File: src/sleep_reset_pkg.sv
// constants shared by the sleep and reset controller and its software-side end
//
// How it works
// - mode field bits 3..1 picks sleep mode
// - sleep instruction sleeps only with gate bit set
// - software sets gate before sleep, clears after
// - two-write unlock within four cycles sets sleep-off
// - sleep-off takes effect three cycles after set
// - sleep-off clears itself after three cycles
// - detector off only if sleep while sleep-off active
// - power reduction bit stops its peripheral clock
// - timer two gated only in synchronous mode
// - re-enabled timers resume from frozen state
// - software reinitialises serial modules after re-enable
// - software disables converter before gating it
// - comparator loses converter mux while gated
// - reset loads registers, then start at vector
// - ports reset at once, no clock needed; a watchdog reset never asserts port_reset_o
// - delay counter stretches reset, fuse-selected period
// - internal reset merges five sources
// - long external low resets without clock
// - power-on assertion resets immediately, delay on release
// - watchdog expiry resets in reset mode
// - scan-chain reset bit holds reset while one
// - brown-out asserts at once, timeout on release
// - watchdog gives one-cycle pulse, fall starts counter
package sleep_reset_pkg;
  // device register offsets
  localparam logic [7:0] ADDR_SLEEP_MODE_CONTROL = 8'h33;
  localparam logic [7:0] ADDR_SYSTEM_CONTROL     = 8'h35;
  localparam logic [7:0] ADDR_POWER_REDUCTION    = 8'h64;
  localparam logic [7:0] RESET_VALUE             = 8'h00;
  // field positions
  localparam int SLEEP_GATE_BIT         = 0;
  localparam int MODE_LSB               = 1;
  localparam int MODE_MSB               = 3;
  localparam int BROWNOUT_SLEEP_OFF     = 6;
  localparam int BROWNOUT_SLEEP_UNLOCK  = 5;
  localparam int GATE_TWO_WIRE          = 7;
  localparam int GATE_TIMER_TWO         = 6;
  localparam int GATE_TIMER_ZERO        = 5;
  localparam int GATE_USART_ONE         = 4;
  localparam int GATE_TIMER_ONE         = 3;
  localparam int GATE_SERIAL_PERIPH     = 2;
  localparam int GATE_USART_ZERO        = 1;
  localparam int GATE_CONVERTER         = 0;
  localparam logic [7:0] REINIT_MASK    = 8'h96;
  localparam logic [7:0] CONTROL_MASK   = 8'h0F;
  // sleep mode codes
  localparam logic [2:0] MODE_IDLE         = 3'h0;
  localparam logic [2:0] MODE_NOISE_REDUCE = 3'h1;
  localparam logic [2:0] MODE_POWER_DOWN   = 3'h2;
  localparam logic [2:0] MODE_POWER_SAVE   = 3'h3;
  localparam logic [2:0] MODE_RESERVED_A   = 3'h4;
  localparam logic [2:0] MODE_RESERVED_B   = 3'h5;
  localparam logic [2:0] MODE_STANDBY      = 3'h6;
  localparam logic [2:0] MODE_EXT_STANDBY  = 3'h7;
  // timed sequence, in clock cycles
  localparam logic [2:0] UNLOCK_WINDOW    = 3'h4;
  localparam logic [2:0] SLEEP_OFF_DELAY  = 3'h3;
  localparam logic [2:0] SLEEP_OFF_LIFE   = 3'h3;
  // software-side register words (byte addresses)
  localparam logic [3:0] HOST_ACCESS = 4'h0;
  localparam logic [3:0] HOST_SLEEP  = 4'h4;
  localparam logic [3:0] HOST_STATUS = 4'h8;
  localparam logic [3:0] HOST_ADC    = 4'hC;
  localparam int ACCESS_READ_BIT = 16;
  localparam int SLEEP_BOD_BIT   = 4;
endpackage : sleep_reset_pkg

File: src/sleep_reset_if.sv
// register and sleep link between the controller and its software side
`timescale 1ns/1ns
interface sleep_reset_if;
  logic       wr_en;
  logic       rd_en;
  logic [7:0] addr;
  logic [7:0] wdata;
  logic [7:0] rdata;
  logic       rvalid;
  logic       sleep_instr;
  logic       sleeping;
  logic       adc_enabled;
  modport device (input wr_en, rd_en, addr, wdata, sleep_instr, adc_enabled,
                  output rdata, rvalid, sleeping);
  modport host   (output wr_en, rd_en, addr, wdata, sleep_instr, adc_enabled,
                  input rdata, rvalid, sleeping);
endinterface : sleep_reset_if

File: src/sleep_gating_reset_control.sv
// sleep mode, brown-out sleep-off, clock gating and reset stretching
//
// Added by the designer: the AHB-Lite register port.
`timescale 1ns/1ns
module sleep_gating_reset_control #(
  parameter logic [31:0] RESET_TIMEOUT_CYCLES = 32'h0001_0000
) (
  // clock, reset, enable
  input  wire logic       clk_i,
  input  wire logic       resetn_i,
  input  wire logic       ce_i,
  // register link
  sleep_reset_if.device   link,
  // reset sources
  input  wire logic       power_on_detect_i,
  input  wire logic       ext_reset_pin_n_i,
  input  wire logic       watchdog_expired_i,
  input  wire logic       watchdog_reset_mode_i,
  input  wire logic       brownout_detect_i,
  input  wire logic       brownout_detector_enable_i,
  input  wire logic       jtag_reset_reg_i,
  input  wire logic [1:0] startup_time_fuses_i,
  input  wire logic [3:0] clock_select_fuses_i,
  // system side
  input  wire logic       wake_i,
  input  wire logic       timer_two_async_select_i,
  input  wire logic       comparator_mux_req_i,
  output logic            internal_reset_o,
  output logic            port_reset_o,
  output logic            run_start_o,
  output logic [2:0]      sleep_mode_o,
  output logic            brownout_off_o,
  output logic [7:0]      periph_clk_en_o,
  output logic            comparator_mux_en_o
);
  import sleep_reset_pkg::*;

  typedef struct packed {
    logic [1:0]  release_sync;
    logic [31:0] count;
    logic        wdt_prev;
    logic        wdt_pulse;
    logic        start;
    logic [3:0]  control;
    logic [7:0]  system_other;
    logic [2:0]  window;
    logic [2:0]  off_count;
    logic [7:0]  power_reduction;
    logic        sleeping;
    logic [2:0]  mode;
    logic        bod_off;
    logic [7:0]  clk_en;
    logic        mux_en;
    logic [7:0]  rdata;
    logic        rvalid;
  } state_type;

  state_type st;
  state_type next_st;
  logic      raw_reset;
  logic      in_reset;
  logic      off_active;
  logic [31:0] timeout;

  // every source but the watchdog asserts reset at once, with or without a clock
  assign raw_reset = ~resetn_i | power_on_detect_i | ~ext_reset_pin_n_i
                   | (brownout_detect_i & brownout_detector_enable_i) | jtag_reset_reg_i;
  assign port_reset_o = raw_reset;
  assign in_reset = ~st.release_sync[1] | st.wdt_pulse | (st.count != 32'h0000_0000);
  assign internal_reset_o = raw_reset | in_reset;
  // bit reads one from set; only the last three cycles of its life disable the detector
  assign off_active = (st.off_count != 3'h0) && (st.off_count <= SLEEP_OFF_LIFE);

  // longer start-up fuses give longer stretch; slow clock sources double it
  always_comb begin
    timeout = RESET_TIMEOUT_CYCLES >> (2'h3 - startup_time_fuses_i);
    if (clock_select_fuses_i[3]) begin
      timeout = {timeout[30:0], 1'b0};
    end
  end

  ////////////////////////////////////////////////////////////////////////////
  always_comb begin
    next_st = st;
    next_st.release_sync = {st.release_sync[0], 1'b1};
    next_st.start = 1'b0;
    next_st.rvalid = 1'b0;
    // watchdog edge gives a one-cycle reset pulse that reloads the delay counter
    next_st.wdt_prev = watchdog_expired_i;
    next_st.wdt_pulse = watchdog_expired_i & ~st.wdt_prev & watchdog_reset_mode_i;
    // delay counter loads in the two cycles after a source releases, or on the watchdog pulse, then runs down
    if (!st.release_sync[1] || st.wdt_pulse) begin
      next_st.count = timeout;
    end else if (st.count != 32'h0000_0000) begin
      next_st.count = st.count - 32'h0000_0001;
      next_st.start = (st.count == 32'h0000_0001);
    end
    if (st.window != 3'h0) begin
      next_st.window = st.window - 3'h1;
    end
    if (st.off_count != 3'h0) begin
      next_st.off_count = st.off_count - 3'h1;
    end
    if (in_reset) begin
      // registers held at initial values for the whole stretch
      next_st.control = RESET_VALUE[3:0];
      next_st.system_other = RESET_VALUE;
      next_st.power_reduction = RESET_VALUE;
      next_st.window = 3'h0;
      next_st.off_count = 3'h0;
      next_st.sleeping = 1'b0;
      next_st.bod_off = 1'b0;
    end else begin
      if (link.wr_en) begin
        case (link.addr)
          ADDR_SLEEP_MODE_CONTROL: next_st.control = link.wdata[3:0];
          ADDR_SYSTEM_CONTROL: begin
            next_st.system_other = link.wdata & 8'h9F;
            // the off bit is only reachable through the unlock window
            if (link.wdata[BROWNOUT_SLEEP_OFF] && link.wdata[BROWNOUT_SLEEP_UNLOCK]) begin
              next_st.window = UNLOCK_WINDOW;
            end else begin
              next_st.window = 3'h0;
              if (link.wdata[BROWNOUT_SLEEP_OFF] && st.window != 3'h0) begin
                next_st.off_count = SLEEP_OFF_DELAY + SLEEP_OFF_LIFE;
              end
            end
          end
          ADDR_POWER_REDUCTION: next_st.power_reduction = link.wdata;
          default: ;
        endcase
      end
      // sleep only with the gate bit and a defined mode
      if (link.sleep_instr && st.control[SLEEP_GATE_BIT] && !st.sleeping
          && st.control[MODE_MSB:MODE_LSB] != MODE_RESERVED_A
          && st.control[MODE_MSB:MODE_LSB] != MODE_RESERVED_B) begin
        next_st.sleeping = 1'b1;
        next_st.mode = st.control[MODE_MSB:MODE_LSB];
        next_st.bod_off = off_active;
      end else if (st.sleeping && wake_i) begin
        next_st.sleeping = 1'b0;
        next_st.bod_off = 1'b0;
      end
    end
    if (link.rd_en) begin
      next_st.rvalid = 1'b1;
      case (link.addr)
        ADDR_SLEEP_MODE_CONTROL: next_st.rdata = {4'h0, st.control};
        ADDR_SYSTEM_CONTROL: next_st.rdata = st.system_other
          | ({7'h00, st.off_count != 3'h0} << BROWNOUT_SLEEP_OFF)
          | ({7'h00, st.window != 3'h0} << BROWNOUT_SLEEP_UNLOCK);
        ADDR_POWER_REDUCTION: next_st.rdata = st.power_reduction;
        default: next_st.rdata = 8'h00;
      endcase
    end
    // a stopped clock freezes the peripheral in place, so it resumes from there
    next_st.clk_en = ~next_st.power_reduction;
    next_st.clk_en[GATE_TIMER_TWO] = ~(next_st.power_reduction[GATE_TIMER_TWO]
                                       & ~timer_two_async_select_i);
    next_st.mux_en = comparator_mux_req_i & link.adc_enabled
                   & ~next_st.power_reduction[GATE_CONVERTER];
  end

  // all state is cleared by any reset source but the watchdog, no clock needed
  always_ff @(posedge clk_i or posedge raw_reset) begin
    if (raw_reset) begin
      st <= '0;
    end else if (ce_i) begin
      st <= next_st;
    end
  end

  ////////////////////////////////////////////////////////////////////////////
  assign run_start_o = st.start;
  assign sleep_mode_o = st.mode;
  assign brownout_off_o = st.bod_off;
  assign periph_clk_en_o = st.clk_en;
  assign comparator_mux_en_o = st.mux_en;
  assign link.rdata = st.rdata;
  assign link.rvalid = st.rvalid;
  assign link.sleeping = st.sleeping;
endmodule : sleep_gating_reset_control

File: src/flat_wrapper.sv
// flat-port wrapper written by rule: the top's interface ports become plain ports
module sleep_gating_reset_control_flat import sleep_reset_pkg::*;
#(
  parameter logic [31:0] RESET_TIMEOUT_CYCLES = 32'h0001_0000
)
  (clk_i, resetn_i, ce_i, power_on_detect_i, ext_reset_pin_n_i, watchdog_expired_i, watchdog_reset_mode_i, brownout_detect_i, brownout_detector_enable_i, jtag_reset_reg_i, startup_time_fuses_i, clock_select_fuses_i, wake_i, timer_two_async_select_i, comparator_mux_req_i, internal_reset_o, port_reset_o, run_start_o, sleep_mode_o, brownout_off_o, periph_clk_en_o, comparator_mux_en_o, link_wr_en, link_rd_en, link_addr, link_wdata, link_sleep_instr, link_adc_enabled, link_rdata, link_rvalid, link_sleeping);
  sleep_reset_if link_i ();
  input  wire logic clk_i;
  input  wire logic resetn_i;
  input  wire logic ce_i;
  input  wire logic power_on_detect_i;
  input  wire logic ext_reset_pin_n_i;
  input  wire logic watchdog_expired_i;
  input  wire logic watchdog_reset_mode_i;
  input  wire logic brownout_detect_i;
  input  wire logic brownout_detector_enable_i;
  input  wire logic jtag_reset_reg_i;
  input  wire logic [1:0] startup_time_fuses_i;
  input  wire logic [3:0] clock_select_fuses_i;
  input  wire logic wake_i;
  input  wire logic timer_two_async_select_i;
  input  wire logic comparator_mux_req_i;
  output logic internal_reset_o;
  output logic port_reset_o;
  output logic run_start_o;
  output logic [2:0] sleep_mode_o;
  output logic brownout_off_o;
  output logic [7:0] periph_clk_en_o;
  output logic comparator_mux_en_o;
  input wire logic [$bits(link_i.wr_en)-1:0] link_wr_en;
  input wire logic [$bits(link_i.rd_en)-1:0] link_rd_en;
  input wire logic [$bits(link_i.addr)-1:0] link_addr;
  input wire logic [$bits(link_i.wdata)-1:0] link_wdata;
  input wire logic [$bits(link_i.sleep_instr)-1:0] link_sleep_instr;
  input wire logic [$bits(link_i.adc_enabled)-1:0] link_adc_enabled;
  output wire logic [$bits(link_i.rdata)-1:0] link_rdata;
  output wire logic [$bits(link_i.rvalid)-1:0] link_rvalid;
  output wire logic [$bits(link_i.sleeping)-1:0] link_sleeping;
  assign link_i.wr_en = link_wr_en;
  assign link_i.rd_en = link_rd_en;
  assign link_i.addr = link_addr;
  assign link_i.wdata = link_wdata;
  assign link_i.sleep_instr = link_sleep_instr;
  assign link_i.adc_enabled = link_adc_enabled;
  assign link_rdata = link_i.rdata;
  assign link_rvalid = link_i.rvalid;
  assign link_sleeping = link_i.sleeping;
  sleep_gating_reset_control #(.RESET_TIMEOUT_CYCLES(RESET_TIMEOUT_CYCLES)) u_core (.clk_i(clk_i), .resetn_i(resetn_i), .ce_i(ce_i), .link(link_i), .power_on_detect_i(power_on_detect_i), .ext_reset_pin_n_i(ext_reset_pin_n_i), .watchdog_expired_i(watchdog_expired_i), .watchdog_reset_mode_i(watchdog_reset_mode_i), .brownout_detect_i(brownout_detect_i), .brownout_detector_enable_i(brownout_detector_enable_i), .jtag_reset_reg_i(jtag_reset_reg_i), .startup_time_fuses_i(startup_time_fuses_i), .clock_select_fuses_i(clock_select_fuses_i), .wake_i(wake_i), .timer_two_async_select_i(timer_two_async_select_i), .comparator_mux_req_i(comparator_mux_req_i), .internal_reset_o(internal_reset_o), .port_reset_o(port_reset_o), .run_start_o(run_start_o), .sleep_mode_o(sleep_mode_o), .brownout_off_o(brownout_off_o), .periph_clk_en_o(periph_clk_en_o), .comparator_mux_en_o(comparator_mux_en_o));
endmodule
File: config.mk
export PLATFORM = sky130hd
export DESIGN_NAME = sleep_gating_reset_control_flat
export DESIGN_NICKNAME = d
export VERILOG_FILES = /design/src/sleep_reset_pkg.sv /design/src/sleep_reset_if.sv /design/src/sleep_gating_reset_control.sv /design/src/flat_wrapper.sv
export SDC_FILE = /design/constraint.sdc
export NUM_CORES = 1
export LEC_CHECK = 0
export BUFFER_PORTS_ARGS = -buffer_cell sky130_fd_sc_hd__buf_2
export CORE_UTILIZATION = 60
export CTS_CLUSTER_SIZE = 30
export DETAILED_ROUTE_END_ITERATION = 16
export PLACE_DENSITY = 0.94
export SLEW_MARGIN = 20
export SYNTH_ARGS = -nofsm -noshare
export SYNTH_HDL_FRONTEND = slang
export SYNTH_SLANG_ARGS = --single-unit
File: constraint.sdc
create_clock -name clk_i -period 12.3 [get_ports clk_i]
set_input_delay 2.46 -clock clk_i [delete_from_list [all_inputs] [get_ports clk_i]]
set_output_delay 2.46 -clock clk_i [all_outputs]
set_load 0.01 [all_outputs]
==> summary.md <==
| Metric | Value |
|---|---|
| P_leak | `between 2 and 2.5 nW` |
| Initial core utilization | `0.626` |
| Drt drc | `0` |
| Buffers on Ports | `just over 60` |
| GRT Util Overall | `0.310` |
| DP Wirelength | `around 7800 um` |
| H-tree Lvls | `3` |
| CTS Sinks | `84` |
| Fill count | `between 500 and 600` |
| Syn Inst Count | `472` |
| Hold-fix buffers, CTS | `0` |
| Netlist cell types | `slightly below 60` |
| Antenna cells | `0` |
| CP Max Fanout | `between 50 and 60` |
| Hold Vio Cnt, Final | `0` |
| MaxCap Viol Count | `0` |
| Horiz. Die Dim | `just under 90 um` |
| Clock latency on the worst-skew pair | `~0.37 ns` |
| GPL Wtd Cong | `0.847` |
| Layout net count | `approximately 550` |
| Crit-path max cell delay | `roughly 0.63 ns` |
| Worst hold path type | `register to register` |
| Critical Path RT | `between 9 and 10 ns` |
| First-pass GRT wire length | `about 18000 um` |
| Core area | `0.00733 mm2` |
| CP max-delay cell | `buf_4` |
| IR drop worst, VDD | `between 0.00007 and 0.00008 V` |
| Mapped Area | `about 0.0046 mm2` |
| Post-layout util | `0.684` |
| Status | `completed` |
| Post-synthesis register bit count | `between 80 and 90` |
| Crit end category | `primary output` |
| Pin count of the biggest net entering global routing | `between 50 and 60` |
| Syn_area_per_cell | `between 9 and 10 um2` |
| Slew Viols, Final | `0` |
| Setup ws final | `around 5.7 ns` |
| Io pins | `65` |
| WL/cell | `19.1 um` |
| Total power | `about 0.72 mW` |
| Final std cells w/o fill | `between 600 and 700` |
| Sum Neg Setup Slack | `0 ns` |
| Ys async rst share | `1.00` |
| RSZ-0062 raised after global routing | `no` |
| Pre-CTS setup slack | `5.12 ns` |
| Fmax | `around 150 MHz` |
| Clock skew | `approximately 0.012 ns` |
| GRT overflow | `0` |
| Flop2flop setup slack | `~8.5 ns` |
| Startpoint types | `primary input` |
| Drt pass-1 iters | `8` |
| Multi-input logic area | `between 0.002 and 0.0025 mm2` |
| Layout cells sized above 1 | `0.205` |
| Arrival time at the worst endpoint | `around 4.2 ns` |
| Slew HR | `0.281` |
| Die area | `between 0.008 and 0.009 mm2` |
| Antenna-violating nets left | `0` |
| Post-synth EDFFs | `0` |
| Seq/Total Area, Yosys | `0.458` |
| Die Height | `89.5 um` |
| FF/Latch Area | `about 0.0021 mm2` |
| Initial antenna violation count | `0` |
| Layout area overhead | `9.19%` |
| Critical path's most frequent cell | `buf_2` |
| Final setup fails | `0` |
| Clk buf depth | `2` |
| Setup Fix Bufs, Post-CTS | `0` |
| Vias in the first global route | `~4.0k` |
| Post-layout min period | `~6.6 ns` |
| Num rows | `31` |
| Setup Crit Path Kind | `primary input to primary output` |
| CTS tree | `yes` |
| Post-CTS Resized | `0` |
| Crit-path cells | `buf_2 -> nand4bb_1 -> a21oi_4 -> buf_4 -> nand3_1 -> buf_2` |
| Routed WL | `between 10000 and 15000 um` |
| Clock-pin slew on the worst setup and hold paths | `approximately 0.080 ns` |
| Tcrit/Tclk final | `0.538` |
| Placed Cells | `589` |
| Slew @ Worst Pin | `1.06 ns` |
| Synthesized Nets | `between 500 and 600` |
| Power per Cell Area | `between 100 and 150 mW/mm2` |
| Via density | `between 6 and 7` |
| Most used flip-flop cell after synthesis | `dfrtp_1` |
| TritonCTS buffer count | `9` |
| Synth warn | `0` |
| CTS root buf | `clkbuf_8` |
| DR vias | `4163` |
| DR iter-0 viols | `351` |
## cell type report
| cell class | instances | share of cell area |
|---|---|---|
| clock buffers | 9 | 0.0247 |
| clock inverters | 7 | 0.0162 |
| inverters | 14 | 0.0105 |
| multi-input cells | 329 | 0.435 |
| flip-flops and latches | 84 | 0.419 |
| well taps | 99 | 0.0247 |
| repair buffers | 64 | 0.0694 |
## path summary, 6_finish.rpt
| kind | from | endpoint | cells past startpoint |
|---|---|---|---|
| worst min-delay path | u_core.next_st[85] | u_core.next_st[85] | 1 |
| worst max register to register | u_core.st[52] | u_core.st[45] | 7 |
| worst min register to register | u_core.next_st[85] | u_core.next_st[85] | 1 |
| max in group asynchronous | jtag_reset_reg_i | u_core.st[81] | 4 |
| worst max-delay path | jtag_reset_reg_i | internal_reset_o | 6 |
| min in group asynchronous | brownout_detector_enable_i | u_core.periph_clk_en_o[5] | 2 |
## cells in the mapped netlist, drive strengths merged (5+ instances only)
| cell | number | area (um2) |
|---|---|---|
| nor4 | 12 | 96.3 |
| dfrtp | 84 | 2100 |
| nor3 | 15 | 85.1 |
| or3 | 10 | 62.6 |
| a22o | 18 | 158 |
| clkbuf | 15 | 57.6 |
| or4 | 22 | 165 |
| mux2 | 12 | 135 |
| ha | 7 | 87.6 |
| nand3 | 14 | 70.1 |
| o211ai | 6 | 58.8 |
| nand2b | 5 | 31.3 |
| buf | 30 | 211 |
| a31oi | 7 | 43.8 |
| o31ai | 10 | 75.1 |
| nor2 | 25 | 93.8 |
| a22oi | 5 | 37.5 |
| a21oi | 26 | 130 |
| o21ai | 41 | 205 |
| inv | 14 | 52.6 |
| nand2 | 35 | 139 |
## flip-flops by register name, summed over array words and instances (netlist names)
signal                      count
u_core.brownout_off_o           1
u_core.comparator_mux_en_o      1
u_core.link.rdata               8
u_core.link.rvalid              1
u_core.link.sleeping            1
u_core.next_st                  1
u_core.periph_clk_en_o          8
u_core.run_start_o              1
u_core.sleep_mode_o             3
u_core.st                      59
## routing by layer
layer | GRT usage | up-vias | part of all wire
met1 | 0.357 | 2021 | 0.39
met4 | 0.179 | 0 | 0.032
met5 | 0 | - | 0
met2 | 0.537 | 259 | 0.51
li1 | - | 1839 | -
met3 | 0.0609 | 44 | 0.068
## power breakdown
part           internal, mW  switching (mW)
Sequential            0.305          0.0367
Clock                0.0966           0.109
Combinational        0.0593           0.114
## critical path: cells and delay by family
family,cells,cell delay (ns)
simple gates,2,0.35
compound gates,1,0.42
buf+inv,3,0.91
## cell usage in the layout (no fill, tap or decap), drive strengths merged, types with 3 or more instances in the layout
| cell type | netlist | routed |
|---|---|---|
| a21oi | 26 | 26 |
| a222oi | 4 | 4 |
| a22o | 18 | 18 |
| a22oi | 5 | 5 |
| a31oi | 7 | 7 |
| and3 | 4 | 4 |
| and4 | 3 | 3 |
| buf | 30 | 64 |
| clkbuf | 15 | 9 |
| dfrtp | 84 | 84 |
| ha | 7 | 7 |
| inv | 14 | 17 |
| mux2 | 12 | 12 |
| mux2i | 3 | 3 |
| nand2 | 35 | 35 |
| nand2b | 5 | 5 |
| nand3 | 14 | 14 |
| nand3b | 3 | 3 |
| nand4 | 4 | 4 |
| nor2 | 25 | 25 |
| nor2b | 4 | 4 |
| nor3 | 15 | 15 |
| nor4 | 12 | 12 |
| nor4b | 3 | 3 |
| o211ai | 6 | 6 |
| o21ai | 41 | 41 |
| o311ai | 3 | 3 |
| o31ai | 10 | 10 |
| o41ai | 3 | 3 |
| or3 | 10 | 10 |
| or4 | 22 | 22 |
## stage by stage
step | cell area (um2) | hold WS, ns
3_5_place_dp | 4780 | 0.450
5_1_grt | 5010 | 0.500
2_1_floorplan | 4590 | 0.431
3_3_place_gp | 4780 | 0.444
6_report | 5010 | 0.472
4_1_cts | 4980 | 0.474
## logic make-up (layout without fill, tap and decap cells)
| logic type | count (synthesis) | after routing | synth area share |
|---|---|---|---|
| adders and majority gates | 7 | 7 | 0.0191 |
| and+or+nand+nor | 168 | 168 | 0.213 |
| DFF | 84 | 84 | 0.458 |
| muxes | 15 | 15 | 0.0360 |
| AOI/OAI and AO/OA | 138 | 138 | 0.202 |
| xor gates and xnor gates | 1 | 1 | 0.00191 |
| buffers and inverters | 59 | 94 | 0.0701 |
No activity file was read; power rests on OpenSTA's default activity.
